## src/hw/nvc_pkg.sv

```systemverilog
// Package of constants for the nonvolatile SRAM host controller
package nvc_pkg;
	localparam int ADDR_W = 13;
	localparam int DATA_W = 8;
	localparam int CLK_MHZ = 25;
	// Cycle timing in clock cycles (40 ns each)
	localparam int CYC_SETUP = 1;
	localparam int CYC_STROBE = 2;
	localparam int CYC_HOLD = 1;
	// Software sequence addresses
	localparam logic [12:0] SEQ_A0 = 13'h0000;
	localparam logic [12:0] SEQ_A1 = 13'h1555;
	localparam logic [12:0] SEQ_A2 = 13'h0aaa;
	localparam logic [12:0] SEQ_A3 = 13'h1fff;
	localparam logic [12:0] SEQ_A4 = 13'h10f0;
	localparam logic [12:0] SEQ_STORE = 13'h0f0f;
	localparam logic [12:0] SEQ_RECALL = 13'h0f0e;
	// Busy times: store in ms, recall in us
	localparam int STORE_MS = 10;
	localparam int RECALL_US = 20;
	localparam int STORE_CYC = STORE_MS * 1000 * CLK_MHZ;
	localparam int RECALL_CYC = RECALL_US * CLK_MHZ;
	typedef enum logic [1:0] {
		NVC_OP_READ,
		NVC_OP_WRITE,
		NVC_OP_STORE,
		NVC_OP_RECALL
	} nvc_op_t;
endpackage
```

## src/hw/nvc_bus_if.sv

```systemverilog
// Interface between sequencer and pin cycle engine
`timescale 1ns/1ps
interface nvc_bus_if;
	logic        start;
	logic        is_write;
	logic        is_read;
	logic [12:0] addr;
	logic [7:0]  wdata;
	logic [7:0]  rdata;
	logic        done;
	modport master (output start, is_write, is_read, addr, wdata,
		input rdata, done);
	modport engine (input start, is_write, is_read, addr, wdata,
		output rdata, done);
endinterface

```

## src/hw/nvc_cycle.sv

```systemverilog
// Pin cycle engine: one chip-enable controlled SRAM cycle
`timescale 1ns/1ps
module nvc_cycle (
	input  wire logic  clock,
	input  wire logic  rst_n,
	nvc_bus_if.engine  bus,
	output logic       ce_n,
	output logic       we_n,
	output logic       oe_n,
	output logic [12:0] address_in,
	output logic [7:0] data_io_out,
	output logic       data_io_oe,
	input  wire logic [7:0] data_io_in
);
	typedef enum logic [1:0] {NVC_IDLE, NVC_SET, NVC_STB, NVC_HLD} nvc_cst_t;
	nvc_cst_t   st_reg;
	logic [3:0] cnt_reg;
	logic       wr_reg;
	logic       rd_reg;

	always_ff @(posedge clock or negedge rst_n) begin
		if (!rst_n) begin
			st_reg <= NVC_IDLE;
			cnt_reg <= 4'h0;
		end else begin
			unique case (st_reg)
				NVC_IDLE: if (bus.start) begin
					st_reg <= NVC_SET;
					cnt_reg <= 4'(nvc_pkg::CYC_SETUP - 1);
				end
				NVC_SET: if (cnt_reg == 4'h0) begin
					st_reg <= NVC_STB;
					cnt_reg <= 4'(nvc_pkg::CYC_STROBE - 1);
				end else cnt_reg <= cnt_reg - 4'h1;
				NVC_STB: if (cnt_reg == 4'h0) begin
					st_reg <= NVC_HLD;
					cnt_reg <= 4'(nvc_pkg::CYC_HOLD - 1);
				end else cnt_reg <= cnt_reg - 4'h1;
				NVC_HLD: if (cnt_reg == 4'h0) st_reg <= NVC_IDLE;
					else cnt_reg <= cnt_reg - 4'h1;
			endcase
		end
	end

	// Address, data and kind latched at start; address steady whole cycle
	always_ff @(posedge clock or negedge rst_n) begin
		if (!rst_n) begin
			address_in <= 13'h0000;
			data_io_out <= 8'h00;
			wr_reg <= 1'b0;
			rd_reg <= 1'b0;
		end else if (st_reg == NVC_IDLE && bus.start) begin
			address_in <= bus.addr;
			data_io_out <= bus.wdata;
			wr_reg <= bus.is_write;
			rd_reg <= bus.is_read;
		end
	end

	// Strobes: chip enable clocks the cycle, write enable high for reads
	always_ff @(posedge clock or negedge rst_n) begin
		if (!rst_n) begin
			ce_n <= 1'b1;
			we_n <= 1'b1;
			oe_n <= 1'b1;
			data_io_oe <= 1'b0;
		end else begin
			ce_n <= !(st_reg == NVC_SET && cnt_reg == 4'h0) &&
				!(st_reg == NVC_STB && cnt_reg != 4'h0);
			we_n <= !(wr_reg && (st_reg == NVC_SET || st_reg == NVC_STB) &&
				!(st_reg == NVC_STB && cnt_reg == 4'h0));
			oe_n <= !(rd_reg && (st_reg == NVC_SET || st_reg == NVC_STB) &&
				!(st_reg == NVC_STB && cnt_reg == 4'h0));
			data_io_oe <= wr_reg && st_reg != NVC_IDLE &&
				!(st_reg == NVC_HLD && cnt_reg == 4'h0);
		end
	end

	always_ff @(posedge clock or negedge rst_n) begin
		if (!rst_n) bus.rdata <= 8'h00;
		else if (rd_reg && st_reg == NVC_STB && cnt_reg == 4'h0)
			bus.rdata <= data_io_in;
	end

	assign bus.done = (st_reg == NVC_HLD) && (cnt_reg == 4'h0);
endmodule

```

## src/hw/nvc_host.sv

```systemverilog
// Host controller driving a nonvolatile SRAM over its pins
`timescale 1ns/1ps
module nvc_host #(
	parameter int STORE_CYCLES  = nvc_pkg::STORE_CYC,
	parameter int RECALL_CYCLES = nvc_pkg::RECALL_CYC,
	parameter int RESTORE_CYCLES = 13750
) (
	input  wire logic        clock,
	input  wire logic        rst_n,
	input  wire logic        req_valid,
	output logic             req_ready,
	input  wire logic [1:0]  req_op,
	input  wire logic [12:0] req_addr,
	input  wire logic [7:0]  req_wdata,
	output logic             rsp_valid,
	output logic [7:0]       rsp_rdata,
	input  wire logic        power_good,
	output logic             ce_n,
	output logic             we_n,
	output logic             oe_n,
	output logic [12:0]      address_in,
	output logic [7:0]       data_io_out,
	output logic             data_io_oe,
	input  wire logic [7:0]  data_io_in
);
	typedef enum logic [2:0] {
		NVC_S_IDLE, NVC_S_ACC, NVC_S_SEQ, NVC_S_BUSY, NVC_S_PWR
	} nvc_state_t;

	nvc_bus_if bus ();
	nvc_state_t  state_reg;
	logic [2:0]  step_reg;
	logic        seq_store_reg;
	logic        single_write_reg;
	logic [23:0] wait_reg;

	nvc_cycle u_cycle (
		.clock       (clock),
		.rst_n       (rst_n),
		.bus         (bus),
		.ce_n        (ce_n),
		.we_n        (we_n),
		.oe_n        (oe_n),
		.address_in  (address_in),
		.data_io_out (data_io_out),
		.data_io_oe  (data_io_oe),
		.data_io_in  (data_io_in)
	);

	function automatic logic [12:0] seq_addr(input logic [2:0] step,
		input logic store);
		unique case (step)
			3'h0: seq_addr = nvc_pkg::SEQ_A0;
			3'h1: seq_addr = nvc_pkg::SEQ_A1;
			3'h2: seq_addr = nvc_pkg::SEQ_A2;
			3'h3: seq_addr = nvc_pkg::SEQ_A3;
			3'h4: seq_addr = nvc_pkg::SEQ_A4;
			default: seq_addr = store ? nvc_pkg::SEQ_STORE
				: nvc_pkg::SEQ_RECALL;
		endcase
	endfunction

	// Store and recall requests go out as a sequence of chip-enable cycles with write and output enable both high
	function automatic logic is_nv_op(input logic [1:0] op);
		is_nv_op = op == nvc_pkg::NVC_OP_STORE ||
			op == nvc_pkg::NVC_OP_RECALL;
	endfunction

	// Main sequencer state
	always_ff @(posedge clock or negedge rst_n) begin
		if (!rst_n) begin
			state_reg <= NVC_S_PWR;
		end else begin
			unique case (state_reg)
				NVC_S_PWR: begin
					if (power_good && wait_reg == 24'h0) begin
						state_reg <= NVC_S_IDLE;
					end
				end
				NVC_S_IDLE: begin
					if (!power_good) begin
						state_reg <= NVC_S_PWR;
					end else if (req_valid) begin
						if (is_nv_op(req_op)) begin
							state_reg <= NVC_S_SEQ;
						end else begin
							state_reg <= NVC_S_ACC;
						end
					end
				end
				NVC_S_ACC: begin
					if (bus.done) begin
						state_reg <= NVC_S_IDLE;
					end
				end
				NVC_S_SEQ: begin
					if (bus.done && step_reg == 3'h5) begin
						state_reg <= NVC_S_BUSY;
					end
				end
				NVC_S_BUSY: begin
					if (wait_reg == 24'h0) begin
						state_reg <= NVC_S_IDLE;
					end
				end
				default: state_reg <= NVC_S_PWR;
			endcase
		end
	end

	// Power-up recall wait and store or recall busy wait
	always_ff @(posedge clock or negedge rst_n) begin
		if (!rst_n) begin
			wait_reg <= 24'(RESTORE_CYCLES);
		end else if (state_reg == NVC_S_PWR) begin
			if (!power_good) begin
				wait_reg <= 24'(RESTORE_CYCLES);
			end else if (wait_reg != 24'h0) begin
				wait_reg <= wait_reg - 24'h1;
			end
		end else if (state_reg == NVC_S_IDLE && !power_good) begin
			wait_reg <= 24'(RESTORE_CYCLES);
		end else if (state_reg == NVC_S_SEQ && bus.done &&
			step_reg == 3'h5) begin
			wait_reg <= seq_store_reg ? 24'(STORE_CYCLES)
				: 24'(RECALL_CYCLES);
		end else if (state_reg == NVC_S_BUSY && wait_reg != 24'h0) begin
			wait_reg <= wait_reg - 24'h1;
		end
	end

	// Sequence step, advanced at the end of each chip-enable cycle except the last (step 5)
	always_ff @(posedge clock or negedge rst_n) begin
		if (!rst_n) begin
			step_reg <= 3'h0;
		end else if (state_reg == NVC_S_IDLE) begin
			step_reg <= 3'h0;
		end else if (state_reg == NVC_S_SEQ && bus.done &&
			step_reg != 3'h5) begin
			step_reg <= step_reg + 3'h1;
		end
	end

	// Kind of the request taken
	always_ff @(posedge clock or negedge rst_n) begin
		if (!rst_n) begin
			seq_store_reg <= 1'b0;
			single_write_reg <= 1'b0;
		end else if (req_ready && req_valid) begin
			if (is_nv_op(req_op)) begin
				seq_store_reg <= req_op == nvc_pkg::NVC_OP_STORE;
			end else begin
				single_write_reg <= req_op == nvc_pkg::NVC_OP_WRITE;
			end
		end
	end

	// Cycle engine requests
	logic acc_start_reg;
	always_ff @(posedge clock or negedge rst_n) begin
		if (!rst_n) acc_start_reg <= 1'b0;
		else acc_start_reg <= (state_reg == NVC_S_IDLE) && power_good &&
			req_valid;
	end

	logic [12:0] acc_addr_reg;
	logic [7:0]  acc_wdata_reg;
	always_ff @(posedge clock or negedge rst_n) begin
		if (!rst_n) begin
			acc_addr_reg <= 13'h0000;
			acc_wdata_reg <= 8'h00;
		end else if (state_reg == NVC_S_IDLE && req_valid) begin
			acc_addr_reg <= req_addr;
			acc_wdata_reg <= req_wdata;
		end
	end

	logic seq_kick_reg;
	always_ff @(posedge clock or negedge rst_n) begin
		if (!rst_n) seq_kick_reg <= 1'b0;
		else seq_kick_reg <= state_reg == NVC_S_SEQ && bus.done &&
			step_reg != 3'h5;
	end

	always_comb begin
		bus.start = acc_start_reg || seq_kick_reg;
		bus.is_write = (state_reg == NVC_S_ACC) && single_write_reg;
		bus.is_read = (state_reg == NVC_S_ACC) && !single_write_reg;
		bus.addr = (state_reg == NVC_S_SEQ)
			? seq_addr(step_reg, seq_store_reg) : acc_addr_reg;
		bus.wdata = acc_wdata_reg;
	end

	assign req_ready = (state_reg == NVC_S_IDLE) && power_good;

	always_ff @(posedge clock or negedge rst_n) begin
		if (!rst_n) begin
			rsp_valid <= 1'b0;
			rsp_rdata <= 8'h00;
		end else begin
			rsp_valid <= (bus.done && state_reg == NVC_S_ACC) ||
				(state_reg == NVC_S_BUSY && wait_reg == 24'h0);
			if (bus.done && state_reg == NVC_S_ACC)
				rsp_rdata <= bus.rdata;
		end
	end
endmodule

```

## config.mk

```make
export PLATFORM = sky130hd
export DESIGN_NAME = nvc_host
export DESIGN_NICKNAME = d
export VERILOG_FILES = /design/src/hw/nvc_pkg.sv /design/src/hw/nvc_bus_if.sv /design/src/hw/nvc_cycle.sv /design/src/hw/nvc_host.sv
export SDC_FILE = /design/constraint.sdc
export NUM_CORES = 1
export LEC_CHECK = 0
export ABC_AREA = 0
export BUFFER_PORTS_ARGS = -buffer_cell sky130_fd_sc_hd__buf_4
export CAP_MARGIN = 10
export CELL_PAD_IN_SITES_DETAIL_PLACEMENT = 1
export CELL_PAD_IN_SITES_GLOBAL_PLACEMENT = 1
export CORE_ASPECT_RATIO = 1.25
export CORE_MARGIN = 3
export CORE_UTILIZATION = 46
export DETAILED_ROUTE_END_ITERATION = 16
export GPL_ROUTABILITY_DRIVEN = 1
export MAX_ROUTING_LAYER = met4
export PLACE_DENSITY = 0.86
export SYNTH_ARGS = -nofsm -noshare
export SYNTH_HDL_FRONTEND = slang
export SYNTH_HIERARCHICAL = 1
export SYNTH_SLANG_ARGS = --single-unit
```

## constraint.sdc

```tcl
create_clock -name clock -period 2.6 [get_ports clock]
set_input_delay 0.65 -clock clock [delete_from_list [all_inputs] [get_ports clock]]
set_output_delay 0.65 -clock clock [all_outputs]
set_load 0.05 [all_outputs]
```

; ---- Word-level counts from Yosys, hierarchy flattened
; Index checks and enable logic that the tools add are counted.
[totals]
regBits = 105
mem_bits_ro = 0
ram_bits = 0
latchBits = 0
in_bits = 35
memories = 0
wordCells = 139
[op_classes]
order_cmp = 0
n_mux = 30
n_shift = 0
reduce_logical = 56
bitwise_logic = 1
n_mul = 0
div_mod_pow = 0
n_eq_ne = 27
add_sub_neg = 3
[op_table]
columns = cell, count
row1 = $mux W24, 6
row2 = $pmux W13 S5, 1
row3 = $logic_and A1 B1 Y1, 28
row4 = $logic_not A24 Y1, 1
row5 = $mux W3, 8
row6 = $reduce_bool A24 Y1, 1
row7 = $sub A24 B1 Y24 const B, 1
row8 = $mux W18, 1
row9 = $mux W4, 4
row10 = $pmux W4 S4, 1
row11 = $pmux W3 S5, 1
row12 = $mux W13, 1
row13 = $eq A3 B2 Y1 const B, 4
row14 = $mux W2, 5
row15 = $ne A2 B1 Y1 const B, 5
row16 = $eq A3 B3 Y1 const B, 3
row17 = $eq A2 B2 Y1 const B, 4
row18 = $logic_not A1 Y1, 8
row19 = $ne A2 B2 Y1 const B, 4
row20 = $pmux W2 S4, 1
row21 = $reduce_and A2 Y1, 4
row22 = $reduce_bool A4 Y1, 2
row23 = $eq A3 B1 Y1 const B, 2
row24 = $logic_not A3 Y1, 2
row25 = 13 further kinds, 19

; ---- Longest topological paths before layout
[depth]
depth_word = 7
ltp_mapped = 10
mapped_depth_nobuf = 9

; ---- By module
; Netlist, hierarchy kept.
[modules_own_cells]
columns = module, instances, cells_each, area_each_um2
row1 = nvc_host, 1, 309, 3305.7
row2 = nvc_cycle, 1, 117, 1716.6

; ---- Worst setup path after synthesis
; Ideal clock, no wire load.
[synth_path]
path_kind = register to register
start = register u_cycle.cnt_reg[0]
end = register wait_reg[14]
path_slack_ps = 230
stages_incl_launch_ff = 10
t_arrival_ps = 2242
setup_ps = 129
synth_period_minus_slack_ps = 2370
path_cell_list = dfrtp_1 inv_1 ha_1 nor3b_4 and2_2 and3_1 nand2_1 o21ai_0 o22ai_1 o2bb2ai_1
[synth_via]
elab_chain_cells = 7
word_cells_on_any_way = 9
classes_between = mux (3) / reduce/logical (6)
[synth_rtl]
columns = element, line
row1 = start: declaration, nvc_cycle.sv:17  ; logic [3:0] cnt_reg;
row2 = start signal: assignment, nvc_cycle.sv:29  ; cnt_reg <= 4'(nvc_pkg::CYC_SETUP - 1);
row3 = start signal: assignment, nvc_cycle.sv:33  ; cnt_reg <= 4'(nvc_pkg::CYC_STROBE - 1);
row4 = start signal: assignment, nvc_cycle.sv:34  ; end else cnt_reg <= cnt_reg - 4'h1;
row5 = $logic_not A4 Y1 *, nvc_cycle.sv:85  ; assign bus.done = (st_reg == NVC_HLD) && (cnt_reg == 4'h0);
row6 = $logic_and A1 B1 Y1 *, nvc_cycle.sv:85
row7 = net bus.done, nvc_bus_if.sv:10  ; logic done;
row8 = $logic_and A1 B1 Y1 * (2 in series), nvc_host.sv:123  ; end else if (state_reg == NVC_S_SEQ && bus.done &&
row9 = $mux W24, nvc_host.sv:123
row10 = $mux W24, nvc_host.sv:121  ; end else if (state_reg == NVC_S_IDLE && !power_good) begin
row11 = $mux W24, nvc_host.sv:115  ; end else if (state_reg == NVC_S_PWR) begin
row12 = end signal: assignment, nvc_host.sv:117  ; wait_reg <= 24'(RESTORE_CYCLES);
row13 = end signal: assignment, nvc_host.sv:122  ; wait_reg <= 24'(RESTORE_CYCLES);
row14 = end signal: assignment, nvc_host.sv:125  ; wait_reg <= seq_store_reg ? 24'(STORE_CYCLES)
row15 = end: declaration, nvc_host.sv:35  ; logic [23:0] wait_reg;
; Mark *: on every way through the listed nets, which the timed path passes. The rest lies on a longest branch.
; A chain may end at the register's enable or synchronous reset.

; ---- Worst setup path in the final report
[layout_path]
start = register u_cycle.cnt_reg[0]
end = register wait_reg[15]
; Same word-level chain as after synthesis.

==> reports/qor.csv <==
stage,metric,value,unit
outcome,status,"complete, no violations",
synth,netlist_top_cells_area,"dfrtp_1 (46%), mux2_2 (14%), dfstp_2 (6.8%)",
synth,synth_top_area_share,45.8,%
layout,drive_above_1_share,37.4,%
synth,synth_top_area_cell,dfrtp_1,
global_route,grt_pass1_wl,23.8,mm
power,sw_frac_of_total,24.7,%
placement,place_inst,624,
clock_network,cts_made_buffers,9,
critical_path,critical_path_arrival,2.75,ns
detailed_routing,vias,3881,
timing,hold_violations,0,
critical_path,cp_slowest_cell,dfrtp_1,
global_route,grt_antenna_before_repair,0,
synth,synth_cell_types,65,
detailed_routing,first_pass_iters,4,
synth,synth_area,5020,sq um
clock_network,post_cts_buffers,0,
power,power_density,524,nW/um^2
timing,worst_pin_slew,0.601,ns
layout,fin_nets,551,
synth,avgSynthCellArea,11.8,sq um
detailed_routing,wl_per_cell,22.6,um
timing,drv_slew,0,
detailed_routing,drtIter0Drc,219,
die,fp.dieArea,12200,sq um
die,start_util,47.3,%
power,vdd_drop_max,402,uV
clock_network,cts-htree-levels,3,
timing,fin_crit_sh,94.5,%
synth,syn_nets,474,
placement,io_buffers,69,
global_route,grtUsageTotal,25.9,%
timing,slew_headroom,59.6,%
synth,synth.most_common_cell,dfrtp_1,
critical_path,worstSetupStartpointType,register,
timing,finalCriticalPeriod,2.46,ns
clock_network,cts_sinks,105,
hold_path,hp-class,input port to async pin,
critical_path,critPathCaptureType,register,
timing,fmax,0.407,GHz
timing,setup_viol,0,
power,p_seq_share,52.4,%
synth,ys_ff_latch,105,
power,p_comb_share,4.6,%
synth,yosysWarnings,6,
power,p_int,2.39,mW
timing,setup_ws,0.143,ns
clock_network,cts-root-buf,clkbuf_16,
synth,synth_flop_cell,dfrtp_1,
detailed_routing,vias_per_cell,6.06,
die,ios,70,
placement,place_ws,0.233,ns
synth,synth_edf_count,0,
synth,synthTopCellsByCount,"dfrtp_1 (92), mux2_2 (62), nand2_1 (24), nor2_1 (16)",
global_route,grt_max_degree,50,
critical_path,critPathKind,register to register,
die,coreArea,10600,sq um
timing,whs,0.264,ns
layout,final_cells,640,
clock_network,ctsHoldBuffers,0,
detailed_routing,drc_errors,0,
clock_network,cts_buffer_depth,2,
clock_network,clk_pin_slew,0.08,ns
global_route,grt_overflow,0,
layout,largest_register_ffs,24,
layout,n_antenna_cell,0,
detailed_routing,ant_nets,0,
synth,async_flop_share,100,%
clock_network,cts_tree,built,
synth,synthCells,426,
global_route,first_global_vias,4314,
die,chipHeight,123,um
critical_path,critical_path_peak_fanout,9,
power,p_clk_share,43.1,%
flow_run,maxCapViolCount,0,
critical_path,crit_path_cell_trace,inv_1 -> ha_1 -> nor3b_4 -> and2_2 -> and3_1 -> nand2_2 -> and2_1 -> a22oi_1 -> o22a_1,
layout,area_growth,20.3,%
die,fp.dieW,99.5,um
placement,gp_congestion,0.806,
power,p_leak,2.98,nW
timing,finalSetupTns,0,ns
clock_network,clock_latency,0.36,ns
critical_path,cpPeakStageDelay,0.39,ns
placement,dpl.hpwl,9.87,mm
timing,fin_skew,0.00889,ns
synth,ys_seq_area_share,52.6,%
power,p_switching,782,uW
detailed_routing,routed_wl,14.5,mm
critical_path,critPathRequiredTime,2.89,ns
die,num_rows,42,
==> logic make-up (layout without fill, tap and decap cells) <==
| kind of cell | count (synthesis) | in the layout | synth area share [%] |
|---|---|---|---|
| and+or+nand+nor | 114 | 114 | 13.3 |
| DFF | 105 | 105 | 52.6 |
| AOI/OAI and AO/OA | 92 | 92 | 12.8 |
| muxes | 66 | 66 | 14.7 |
| buffers and inverters | 32 | 114 | 2.59 |
| adders and majority gates | 13 | 13 | 3.24 |
| xor gates and xnor gates | 4 | 4 | 0.698 |
==> layout by cell type, fill, tap and decap left out, types with 4 or more instances in the layout <==
master and n:
and2_1 5, mux2_2 62, o22ai_1 4, o2bb2ai_1 4, nor2_1 16, dfstp_2 13
a31oi_1 5, mux2i_1 4, o31ai_1 8, dfrtp_1 92, nor3b_1 4, o21ai_0 10
nand3_1 4, inv_1 15, nor4_1 8, ha_1 13, or4_1 7, a21oi_1 15
clkbuf_16 9, or2_2 7, a21o_1 15, nor3_1 7, or3_1 9, nand2_1 23
buf_4 82
==> what timing repair did <==
action,CTS,global route
endpoints found under the hold margin,0,0
endpoints found under the setup margin,0,3
resized for setup,0,2
==> worst max-delay path: cells and delay by family, from the launching register on <==
kind            cells  cell delay [ns]
flops               1             0.39
simple gates        5             1.20
compound gates      2             0.47
buf+inv             1             0.13
fa+ha+maj           1             0.20
==> power by group through the flow <==
stage                     combinational [mW]  sequential (mW)  clock [mW]
after global routing                   0.159             1.66        1.43
after detailed placement               0.143             1.69           0
after CTS                              0.147             1.66        1.37
after global placement                 0.138             1.69           0
final                                  0.145             1.66        1.36
after floorplan                       0.0432             1.69           0
==> path summary, 6_finish.rpt <==
path / from / endpoint / slack [ns] / cells after the start
worst min-delay path: rst_n / u_cycle/st_reg[1] / 0.26 / 1
worst max register to register: u_cycle/cnt_reg[0] / wait_reg[15] / 0.14 / 9
worst max-delay path: u_cycle/cnt_reg[0] / wait_reg[15] / 0.14 / 9
min in group clock: u_cycle/rd_reg / u_cycle/oe_n / 0.48 / 1
max in group asynchronous: rst_n / wait_reg[4] / 1.61 / 2
worst min register to register: u_cycle/rd_reg / u_cycle/oe_n / 0.48 / 1
==> cell type report <==
class                           count  area, sq um
Inverter                           15         56.3
Fill cell                        1104         4570
Tap cell                          132          165
Clock buffer                       10          229
Clock inverter                      6         61.3
Sequential cell                   105         2640
Multi-Input combinational cell    289         2250
Timing Repair Buffer               83          636
==> through the flow <==
| stage | area [sq um] | total power, mW | utilization (%) |
|---|---|---|---|
| finish | 6040 | 3.17 | 56.9 |
| CTS | 6040 | 3.17 | 56.9 |
| global route | 6040 | 3.25 | 56.9 |
| floorplan | 5020 | 1.73 | - |
| global placement | 5750 | 1.83 | 54.2 |
| detailed placement | 5750 | 1.83 | 54.2 |
==> per-layer routing <==
metal	vias up	GRT usage, %	share of wire [%]
met2	116	44.6	54
met5	-	-	0
li1	1719	-	-
met3	45	4.21	3.5
met4	0	11.7	3.3
met1	2001	29.8	40
No activity file was read; power rests on OpenSTA's default activity.
